==> src/common/pea_pkg.sv <==
// shared constants and types of the paged effective address unit
package pea_pkg;
   localparam int          WORD_W       = 12;
   localparam int          PAGE_W       = 5;
   localparam int          OFS_W        = 7;
   localparam int          FIELD_W      = 3;
   localparam int          PAGES        = 32;
   localparam int          PAGE_WORDS   = 128;
   localparam logic [11:0] INT_SAVE_A   = 12'h000;
   localparam logic [11:0] INT_VEC_A    = 12'h001;
   localparam logic [11:0] AUTO_LO_A    = 12'h008;
   localparam logic [11:0] AUTO_HI_A    = 12'h00F;
   localparam logic [11:0] PC_RST       = 12'h000;
   localparam int          IR_IND_BIT   = 8;
   localparam int          IR_PAGE_BIT  = 7;
   localparam logic [2:0]  OP_AND       = 3'h0;
   localparam logic [2:0]  OP_TWOS_ADD  = 3'h1;
   localparam logic [2:0]  OP_INC_SKIP  = 3'h2;
   localparam logic [2:0]  OP_DEP_CLR   = 3'h3;
   localparam logic [2:0]  OP_SUB_CALL  = 3'h4;
   localparam logic [2:0]  OP_JUMP      = 3'h5;
   localparam real         MEM_CYCLE_US = 1.6;
   localparam real         CLK_MHZ      = 10.0;
   localparam int          MEM_CYC_CLKS = int'(MEM_CYCLE_US * CLK_MHZ);

   typedef enum logic [2:0] {
      PEA_IDLE  = 3'b000,
      PEA_IPTR  = 3'b001,
      PEA_WBACK = 3'b011,
      PEA_DONE  = 3'b010,
      PEA_INTR  = 3'b110
   } pea_state_t;

   typedef struct packed {
      logic [11:0] addr;
      logic [11:0] wdata;
      logic        rd;
      logic        wr;
      logic [2:0]  field;
   } pea_mem_req_t;

   typedef struct packed {
      logic [11:0] ea;
      logic [2:0]  opcode;
      logic        valid;
      logic        ind;
   } pea_result_t;
endpackage

==> src/verilog/pea_cycle_timer.sv <==
// memory cycle timer: pulses done after a fixed count of clocks
`timescale 1ns/100ps
module pea_cycle_timer
   import pea_pkg::*;
#(
   parameter int CYCLES = MEM_CYC_CLKS
) (
   input  wire logic clk_sys_i,
   input  wire logic rst_n_i,
   input  wire logic start_i,
   output logic      done_o
);
   typedef struct packed {
      logic [7:0] cnt;
      logic       busy;
      logic       done;
   } pea_tmr_t;

   localparam logic [7:0] LAST = 8'(CYCLES - 1);
   pea_tmr_t s_q, s_d;

   always_comb begin
      s_d      = s_q;
      s_d.done = 1'b0;
      if (start_i) begin
         s_d.busy = 1'b1;
         s_d.cnt  = 8'h00;
      end else if (s_q.busy) begin
         if (s_q.cnt == LAST) begin
            s_d.busy = 1'b0;
            s_d.done = 1'b1;
         end else begin
            s_d.cnt = s_q.cnt + 8'h01;
         end
      end
   end

   always_ff @(posedge clk_sys_i or negedge rst_n_i) begin
      if (!rst_n_i) begin
         s_q <= '0;
      end else begin
         s_q <= s_d;
      end
   end

   assign done_o = s_q.done;
endmodule

==> src/verilog/pea_unit.sv <==
// effective address former for paged memory reference instructions
`timescale 1ns/100ps
// What this block does
// - a field is 32 pages of 128 words: top five bits page, low seven word.
// - the instruction pointer counts over all 12 bits across pages.
// - an interrupt stores the pointer at 0000 and continues from 0001.
// - the in-page offset comes from instruction bits 0 to 6.
// - page bit one picks the instruction's page, zero picks page zero.
// - page bit and offset form an 8-bit local address, 000-377 octal.
// - with the indirect bit set the pointer word is the full address.
// - indirect through 10-17 with the page bit zero increments the pointer, writes it, uses it.
// - the field comes from the field selection input, not the address.
// - six memory reference operations, each direct or indirect.
// - indirect adds one memory cycle to fetch the pointer.
module pea_unit
   import pea_pkg::*;
#(
   parameter int CYC_CLKS = MEM_CYC_CLKS
) (
   input  wire logic         clk_sys_i,
   input  wire logic         rst_n_i,
   input  wire logic         instr_valid_i,
   input  wire logic [11:0]  instr_i,
   input  wire logic         advance_i,
   input  wire logic         skip_i,
   input  wire logic         load_pc_i,
   input  wire logic [11:0]  load_pc_val_i,
   input  wire logic         intr_i,
   input  wire logic [2:0]   data_field_i,
   input  wire logic [11:0]  mem_rdata_i,
   output pea_mem_req_t      mem_req_o,
   output pea_result_t       result_o,
   output logic [7:0]        local_addr_o,
   output logic [11:0]       instruction_pointer_o,
   output logic              busy_o
);
   // one record holds every register of the unit
   typedef struct packed {
      pea_state_t   st;
      logic [11:0]  instruction_pointer;
      logic [11:0]  instr_addr;
      logic [11:0]  ir;
      logic [11:0]  ptr_addr;
      logic [7:0]   local_addr;
      pea_mem_req_t req;
      pea_result_t  res;
      logic         tmr_start;
      logic         busy;
      logic         ptr_sent;
   } pea_state_rec_t;

   pea_state_rec_t s_q, s_d;
   logic           cyc_done;
   logic [11:0]    direct_a;
   logic [4:0]     cur_page;
   logic           is_mref;
   logic           auto_hit;
   logic [2:0]     in_op;
   logic           in_ind;
   logic           in_page;
   logic [6:0]     in_ofs;
   logic           bit_and_op;
   logic           twos_add_op;
   logic           increment_skip_zero_op;
   logic           deposit_clear_op;
   logic           subroutine_call_op;
   logic           jump_op;
   logic           take_intr;
   logic           take_instr;
   logic           take_load;
   logic           take_adv;
   logic [11:0]    auto_next;
   logic [11:0]    step_ip;

   pea_cycle_timer #(
      .CYCLES (CYC_CLKS)
   ) u_timer (
      .clk_sys_i (clk_sys_i),
      .rst_n_i   (rst_n_i),
      .start_i   (s_q.tmr_start),
      .done_o    (cyc_done)
   );

   // split the incoming word into its fields before anything is taken
   always_comb begin
      in_op   = instr_i[11:9];
      in_ind  = instr_i[IR_IND_BIT];
      in_page = instr_i[IR_PAGE_BIT];
      in_ofs  = instr_i[OFS_W-1:0];
      bit_and_op             = in_op == OP_AND;
      twos_add_op            = in_op == OP_TWOS_ADD;
      increment_skip_zero_op = in_op == OP_INC_SKIP;
      deposit_clear_op       = in_op == OP_DEP_CLR;
      subroutine_call_op     = in_op == OP_SUB_CALL;
      jump_op                = in_op == OP_JUMP;
      // codes 6 and 7 belong to other instruction classes
      is_mref = bit_and_op | twos_add_op | increment_skip_zero_op |
                deposit_clear_op | subroutine_call_op | jump_op;
   end

   // interrupt first, then an instruction, then a jump load, then a step
   always_comb begin
      take_intr  = intr_i;
      take_instr = !intr_i && instr_valid_i && is_mref;
      take_load  = !intr_i && !take_instr && load_pc_i;
      take_adv   = !intr_i && !take_instr && !load_pc_i && advance_i;
      step_ip    = skip_i ? 12'h002 : 12'h001;
      // a pointer at 7777 rolls to 0000 since only 12 bits are kept
      auto_next  = mem_rdata_i + 12'h001;
   end

   always_comb begin
      // page is from the latched instruction address, not the pointer
      cur_page = s_q.instr_addr[11:OFS_W];
      direct_a = {(s_q.ir[IR_PAGE_BIT] ? cur_page : 5'h00),
                  s_q.ir[OFS_W-1:0]};
      // only autoindex when reached through an indirect reference
      auto_hit = s_q.ir[IR_IND_BIT] && !s_q.ir[IR_PAGE_BIT] &&
                 direct_a >= AUTO_LO_A && direct_a <= AUTO_HI_A;
   end

   always_comb begin
      s_d               = s_q;
      s_d.tmr_start     = 1'b0;
      s_d.req.rd        = 1'b0;
      s_d.req.wr        = 1'b0;
      s_d.res.valid     = 1'b0;
      // the instruction address bits never choose the field
      s_d.req.field     = data_field_i;
      unique case (s_q.st)
         PEA_IDLE: begin
            if (take_intr) begin
               s_d.req.addr  = INT_SAVE_A;
               s_d.req.wdata = s_q.instruction_pointer;
               s_d.req.wr    = 1'b1;
               s_d.tmr_start = 1'b1;
               s_d.st        = PEA_INTR;
            end else if (take_instr) begin
               s_d.ir         = instr_i;
               s_d.instr_addr = s_q.instruction_pointer;
               s_d.local_addr = {in_page, in_ofs};
               s_d.instruction_pointer =
                  s_q.instruction_pointer + 12'h001;
               s_d.st = PEA_DONE;
               if (in_ind) begin
                  s_d.st = PEA_IPTR;
               end
            end else if (take_load) begin
               s_d.instruction_pointer = load_pc_val_i;
            end else if (take_adv) begin
               // full-width count, so page ends roll into the next page
               s_d.instruction_pointer =
                  s_q.instruction_pointer + step_ip;
            end
         end
         PEA_IPTR: begin
            // pointer fetch costs one memory cycle of its own
            // a sent flag, not an address compare, so a pointer word at
            // 7777 is still fetched
            if (!s_q.ptr_sent) begin
               s_d.ptr_sent  = 1'b1;
               s_d.req.addr  = direct_a;
               s_d.req.rd    = 1'b1;
               s_d.ptr_addr  = direct_a;
               s_d.tmr_start = 1'b1;
            end else if (cyc_done) begin
               if (auto_hit) begin
                  s_d.req.addr  = s_q.ptr_addr;
                  s_d.req.wdata = auto_next;
                  s_d.req.wr    = 1'b1;
                  s_d.res.ea    = auto_next;
                  s_d.tmr_start = 1'b1;
                  s_d.st        = PEA_WBACK;
               end else begin
                  s_d.res.ea = mem_rdata_i;
                  s_d.st     = PEA_DONE;
               end
            end
         end
         PEA_WBACK: begin
            // the result waits until the bumped pointer is written back
            if (cyc_done) begin
               s_d.st = PEA_DONE;
            end
         end
         PEA_DONE: begin
            if (!s_q.ir[IR_IND_BIT]) begin
               s_d.res.ea = direct_a;
            end
            s_d.res.opcode = s_q.ir[11:9];
            s_d.res.ind    = s_q.ir[IR_IND_BIT];
            s_d.res.valid  = 1'b1;
            s_d.ptr_addr   = '1;
            s_d.ptr_sent   = 1'b0;
            s_d.st         = PEA_IDLE;
         end
         PEA_INTR: begin
            // the vector is loaded only once the save write has finished
            if (cyc_done) begin
               s_d.instruction_pointer = INT_VEC_A;
               s_d.st                  = PEA_IDLE;
            end
         end
         default: begin
            s_d.st = PEA_IDLE;
         end
      endcase
      // busy is registered so the pin comes straight from a flip-flop
      s_d.busy = s_d.st != PEA_IDLE;
   end

   always_ff @(posedge clk_sys_i or negedge rst_n_i) begin
      if (!rst_n_i) begin
         s_q                     <= '0;
         s_q.st                  <= PEA_IDLE;
         s_q.instruction_pointer <= PC_RST;
         s_q.ptr_addr            <= '1;
      end else begin
         s_q <= s_d;
      end
   end

   assign mem_req_o             = s_q.req;
   assign result_o              = s_q.res;
   assign local_addr_o          = s_q.local_addr;
   assign instruction_pointer_o = s_q.instruction_pointer;
   assign busy_o                = s_q.busy;
endmodule

==> config.mk <==
export PLATFORM = sky130hd
export DESIGN_NAME = pea_unit
export DESIGN_NICKNAME = d
export VERILOG_FILES = /design/src/common/pea_pkg.sv /design/src/verilog/pea_cycle_timer.sv /design/src/verilog/pea_unit.sv
export SDC_FILE = /design/constraint.sdc
export NUM_CORES = 1
export LEC_CHECK = 0
export BUFFER_PORTS_ARGS = -buffer_cell sky130_fd_sc_hd__buf_4
export CAP_MARGIN = 20
export CORE_MARGIN = 3
export CORE_UTILIZATION = 61
export DETAILED_ROUTE_END_ITERATION = 8
export PLACE_DENSITY = 0.9
export SLEW_MARGIN = 25
export SYNTH_ARGS = -nofsm -noshare
export SYNTH_HDL_FRONTEND = slang
export SYNTH_HIERARCHICAL = 1
export SYNTH_SLANG_ARGS = --single-unit
==> constraint.sdc <==
create_clock -name clk_sys_i -period 6.43 [get_ports clk_sys_i]
set_input_delay 0 -clock clk_sys_i [delete_from_list [all_inputs] [get_ports clk_sys_i]]
set_output_delay 0 -clock clk_sys_i [all_outputs]
set_load 0.02 [all_outputs]
# After elaboration in Yosys (flattened, before gate mapping)
# Cells that the tools add are included.
[word_totals] regBits=118 input_bits=46 out_inout_bits=67 elab_cells=128
[op_classes] n_addsub=4 order_cmp=2 eq_ne=22 muxes=46 bitwise=6 reduce_logical=27
[ops] operator="$mux 12" count=10
[ops] operator="$mux 24" count=4
[ops] operator="$pmux 12 s2" count=3
[ops] operator="$pmux 24 s2" count=1
[ops] operator="$mux 36" count=1
[ops] operator="$add 12x1->12 const B" count=2
[ops] operator="$mux 15" count=1
[ops] operator="$mux 3" count=5
[ops] operator="$ne 2x2->1 const B" count=7
[ops] operator="$add 12x2->12" count=1
[ops] operator="$eq 3x2->1 const B" count=4
[ops] operator="$ge 12x4->1 const B" count=1
[ops] operator="$le 12x4->1 const B" count=1
[ops] operator="$pmux 3 s4" count=1
[ops] operator="$reduce_and 4->1" count=3
[ops] operator="$mux 10" count=1
[ops] operator="$eq 3x3->1 const B" count=3
[ops] operator="$logic_and 1x1->1" count=9
[ops] operator="$mux 1" count=9
[ops] operator="$mux 9" count=1
[ops] operator="$add 8x1->8 const B" count=1
[ops] operator="$eq 8x4->1 const B" count=1
[ops] operator="$mux 2" count=4
[ops] operator="$mux 8" count=1
[ops] operator="other kinds (16)" count=32

# Logic depth before layout (Yosys ltp)
[logic_depth] word_depth=16 mapped_depth=8 depth_no_buf=8

# By module
# Netlist, hierarchy kept.
[by_module_without_submodules] mod="pea_unit" n_inst=1 cells_each=646 area_each_um2=5631.7 seq_area_each_um2=2342.2
[by_module_without_submodules] mod="pea_cycle_timer" n_inst=1 cells_each=49 area_each_um2=515.5 seq_area_each_um2=250.2

# Worst setup path before layout
# No wires, ideal clock.
[synth_path] kind="reg2reg" start="reg s_q[76] (netlist name)" end="reg s_q, in the netlist mem_req_o[20]" setup_time_ns=0.125 t_arrival_ns=1.996 path_slack_ns=4.310 stages_incl_launch_ff=8 n_path_buf=2 path_cell_list="dfrtp_1 buf_6 nor4b_4 and2_4 a21oi_2 nor4_4 buf_6 mux2_2"
[synth_via] elab_chain_len=6 elab_cells_between_ends=9 cone_classes="order compare: 2; eq/ne: 1; mux: 1; reduce/logical: 5"
[synth_rtl] element="from (decl)" line_no="pea_unit.sv:52" rtl="pea_state_rec_t s_q, s_d;"
[synth_rtl] element="$mux 5 or $logic_not 1->1 (tied branches)" line_no="pea_unit.sv:115, pea_unit.sv:118"
[synth_rtl] element="$ge 12x4->1 or $logic_and 1x1->1 (tied branches)" line_no="pea_unit.sv:119, pea_unit.sv:118"
[synth_rtl] element="$logic_and 1x1->1" line_no="pea_unit.sv:118" rtl="auto_hit = s_q.ir[IR_IND_BIT] && !s_q.ir[IR_PAGE_BIT] &&"
[synth_rtl] element="$logic_and 1x1->1 (*)" line_no="pea_unit.sv:119" rtl="direct_a >= AUTO_LO_A && direct_a <= AUTO_HI_A;"
[synth_rtl] element="$ne 3x3->1 (no source line) (*)"
[synth_rtl] element="$reduce_and 4->1 (no source line) (*)"
# Every way passes the cells marked *; elsewhere a longest branch is shown, timed or not.
# A chain may end at the register's enable or synchronous reset.

# Final worst setup path
[layout_path] start="reg s_q[76] (netlist name)" end="reg s_q, in the netlist mem_req_o[23]"
# Same word-level chain as after synthesis.

==> impl_metrics.yaml <==
pwr:
  power_frac_clock_pct: 13.3
  power.leakage_nw: 3.152
  p_seq_share_pct: 41.4
  switching_power_mw: 1.287
  peakVddDrop_uv: 273.4
  total_power_mw: 2.877
  switching_share_pct: 44.74
  power_density_nw_per_um2: 415.6
  internal-power_mw: 1.590
  combinationalPowerShare_pct: 45.4
cts:
  cts_tree: "built"
  clock-root-buffer: "clkbuf_8"
  clkTransAtPathRegs_ns: 0.10
  clk_path_buf_depth: 2
  cts_sinks: 103
  hold_buffers: 22
  htree_levels: 3
  worstSkewPairLatency_ns: 0.38
  cts_setup_buffers: 0
  numCtsBuffers: 9
  post_cts_resized: 0
layout:
  area_delta_synth_final_pct: 12.62
  regArea_sq_um: 2592
  diodes: 0
  drive_gt1_share_pct: 24.03
  multi_input_area_sq_um: 2851
  fillCellCount: 739
  final_nets: 792
detailed_routing:
  avgViaCountPerCell: 6.112
  drt_first_pass_iters: 5
  met3_length_microns: 1377
  highest-signal-layer: "met4"
  dr_wl_met2_microns: 7576
  drc_errors: 0
  num_vias: 5366
  met1_length_microns: 6313
  drt-initial-drc-count: 502
  wl_microns: 15810
  postRouteAntennaNets: 0
  avgRoutedWirePerCell_microns: 18.01
run_status:
  status: "completed"
global_routing:
  track_usage_pct: 27.96
  antenna_found_initial: 0
  grt_pass1_vias: 5183
  grt_pass1_wl_microns: 25400
  grt_max_degree: 65
  grt-ovfl-total: 0
synth:
  ys_top_cells_by_area: "dfrtp_1, buf_4, nand2_1, dfstp_2, o21ai_0"
  yosysTopAreaCell: "dfrtp_1"
  syn_area_sq_um: 6147
  yosysSeqAreaShare_pct: 42.17
  netlist_instances: 695
  synth.top_cell.area_share_pct: 37.04
  synth_nets: 747
  ys_ff_latch: 103
  synth_most_common_cell: "nand2_1"
  yosysWarnings: 6
  synth-edff-count: 0
  synth_common_cells: "nand2_1, dfrtp_1, buf_4"
  async_reset_ff_share_pct: 100.0
  synth_ff_type: "dfrtp_1"
  yosys.cell_types.count: 72
  syn_area_per_cell_sq_um: 8.845
setup_path:
  crit_type: "flip-flop to flip-flop"
  crit_buf_inv: 0
  critical_path_required_ns: 6.69
  critPathArrivalTime_ns: 2.87
  cpMaxStageDelayCell: "nor4_4"
  slowest_delay_ns: 0.71
  path_max_fanout: 13
  path_cells: "nor4b_4 > and2_4 > a21oi_2 > nor4_4 > mux2_2"
  worstSetupEndpointType: "flip-flop"
  worst_setup_path_start_kind: "flip-flop"
  critPathTopFamily: "simple AND/OR/NAND/NOR gates"
floorplan:
  die_y_microns: 106.4
  rows: 36
  core_area_sq_um: 9774
  start_util_pct: 62.89
  die_width_microns: 106.4
  io_pins: 113
  dieArea_sq_um: 11320
sta:
  setup_viol: 0
  holdWs_ns: 0.004335
  max_slew_margin_pct: 28.26
  finalCritPeriodShare_pct: 40.59
  min_period_ns: 2.610
  worst_pin_slew_ns: 1.074
  finalHoldViolCount: 0
  fmax_mhz: 383.2
  slew_viol_final: 0
  setup_tns_ns: 0
  finClkSkew_ns: 0.01172
  grt_setup_unrepaired: "no"
placement:
  gp_congestion: 0.9328
  portBuffers: 112
  dp_hpwl_microns: 11370
job:
  maxCapViolCount: 0
hold_path:
  min_path_type: "input pin to flip-flop"
-- per-stage QoR --
| step | setup slack [ns] | utilization [%] | instance area, sq um | instances |
|---|---|---|---|---|
| final | 3.820 | 70.83 | 6923 | 878 |
| after global routing | 3.615 | 70.83 | 6923 | 878 |
| after CTS | 3.817 | 70.78 | 6918 | 878 |
| after detailed placement | 3.827 | 66.68 | 6518 | 840 |
| after global placement | 3.974 | 66.68 | 6518 | 840 |
| after floorplan | 4.310 | - | 6147 | 695 |
-- state kept, by name (all words and copies together) (netlist names) --
name and cells:
s_q 22, result_o 17, u_timer/done_o 1, u_timer/s_q 9, mem_req_o 29, instruction_pointer_o 12
direct_a 7, cur_page 5, busy_o 1
-- logic make-up (layout without fill, tap and decap cells) --
family | Yosys count | in the layout | share of synthesized area [%]
and+or+nand+nor | 288 | 288 | 22.37
DFF | 103 | 103 | 42.17
buffers and inverters | 116 | 166 | 11.52
muxes | 31 | 31 | 5.536
adders and majority gates | 6 | 6 | 1.343
AOI/OAI and AO/OA | 125 | 125 | 13.35
xor gates and xnor gates | 26 | 26 | 3.704
-- power groups by stage --
stage | sequential (mW) | clock [mW] | combinational (mW)
finish | 1.19 | 0.381 | 1.31
global route | 1.22 | 0.405 | 1.42
CTS | 1.18 | 0.387 | 1.30
detailed placement | 1.19 | 0 | 1.29
global placement | 1.17 | 0 | 1.24
floorplan | 1.05 | 0 | 1.14
-- worst reg2reg max path, delay by kind of cell, from the launching register on --
| family | cells | cell delay [ns] |
|---|---|---|
| and+or+nand+nor | 3 | 1.49 |
| DFF | 1 | 0.51 |
| muxes | 1 | 0.43 |
| AOI/OAI and AO/OA | 1 | 0.08 |
-- path summary, 6_finish.rpt --
path	depth (start not counted)	to	startpoint	slack, ns
max	5	mem_req_o[23]	s_q[76]	3.82
min	4	instruction_pointer_o[4]	load_pc_val_i[4]	0.004
max reg2reg	5	mem_req_o[23]	s_q[76]	3.82
min reg2reg	2	result_o[0]	result_o[0]	0.49
max in group asynchronous	3	result_o[5]	rst_n_i	5.12
min in group asynchronous	2	mem_req_o[2]	rst_n_i	0.14
-- cells in the final DEF (no fill, tap or decap), types with 9 or more instances in the layout --
| cell | count |
|---|---|
| buf_4 | 115 |
| inv_1 | 12 |
| o21ai_0 | 42 |
| nand3_1 | 30 |
| dfrtp_1 | 91 |
| mux2_2 | 18 |
| nor2_1 | 52 |
| nand2_1 | 127 |
| nor4_1 | 9 |
| dfstp_2 | 12 |
| nand4_1 | 10 |
| dlygate4sd3_1 | 22 |
| a21oi_1 | 27 |
| clkbuf_8 | 9 |
| mux2i_1 | 10 |
| nor3_1 | 15 |
| xnor2_1 | 19 |
-- layout make-up --
class / count / area share [%]
Clock inverter: 6 / 0.7591
Inverter: 13 / 0.7049
Multi-Input combinational cell: 476 / 41.19
Clock buffer: 10 / 1.843
Sequential cell: 103 / 37.45
Timing Repair Buffer: 137 / 15.65
Tap cell: 133 / 2.404
-- routing by layer --
layer | global-route usage [%] | vias to the layer above
met2 | 44.89 | 304
met3 | 5.586 | 62
met4 | 10.45 | 0
met5 | 0 | -
li1 | - | 2433
met1 | 37.67 | 2567
(Power assumes the default switching activity.)
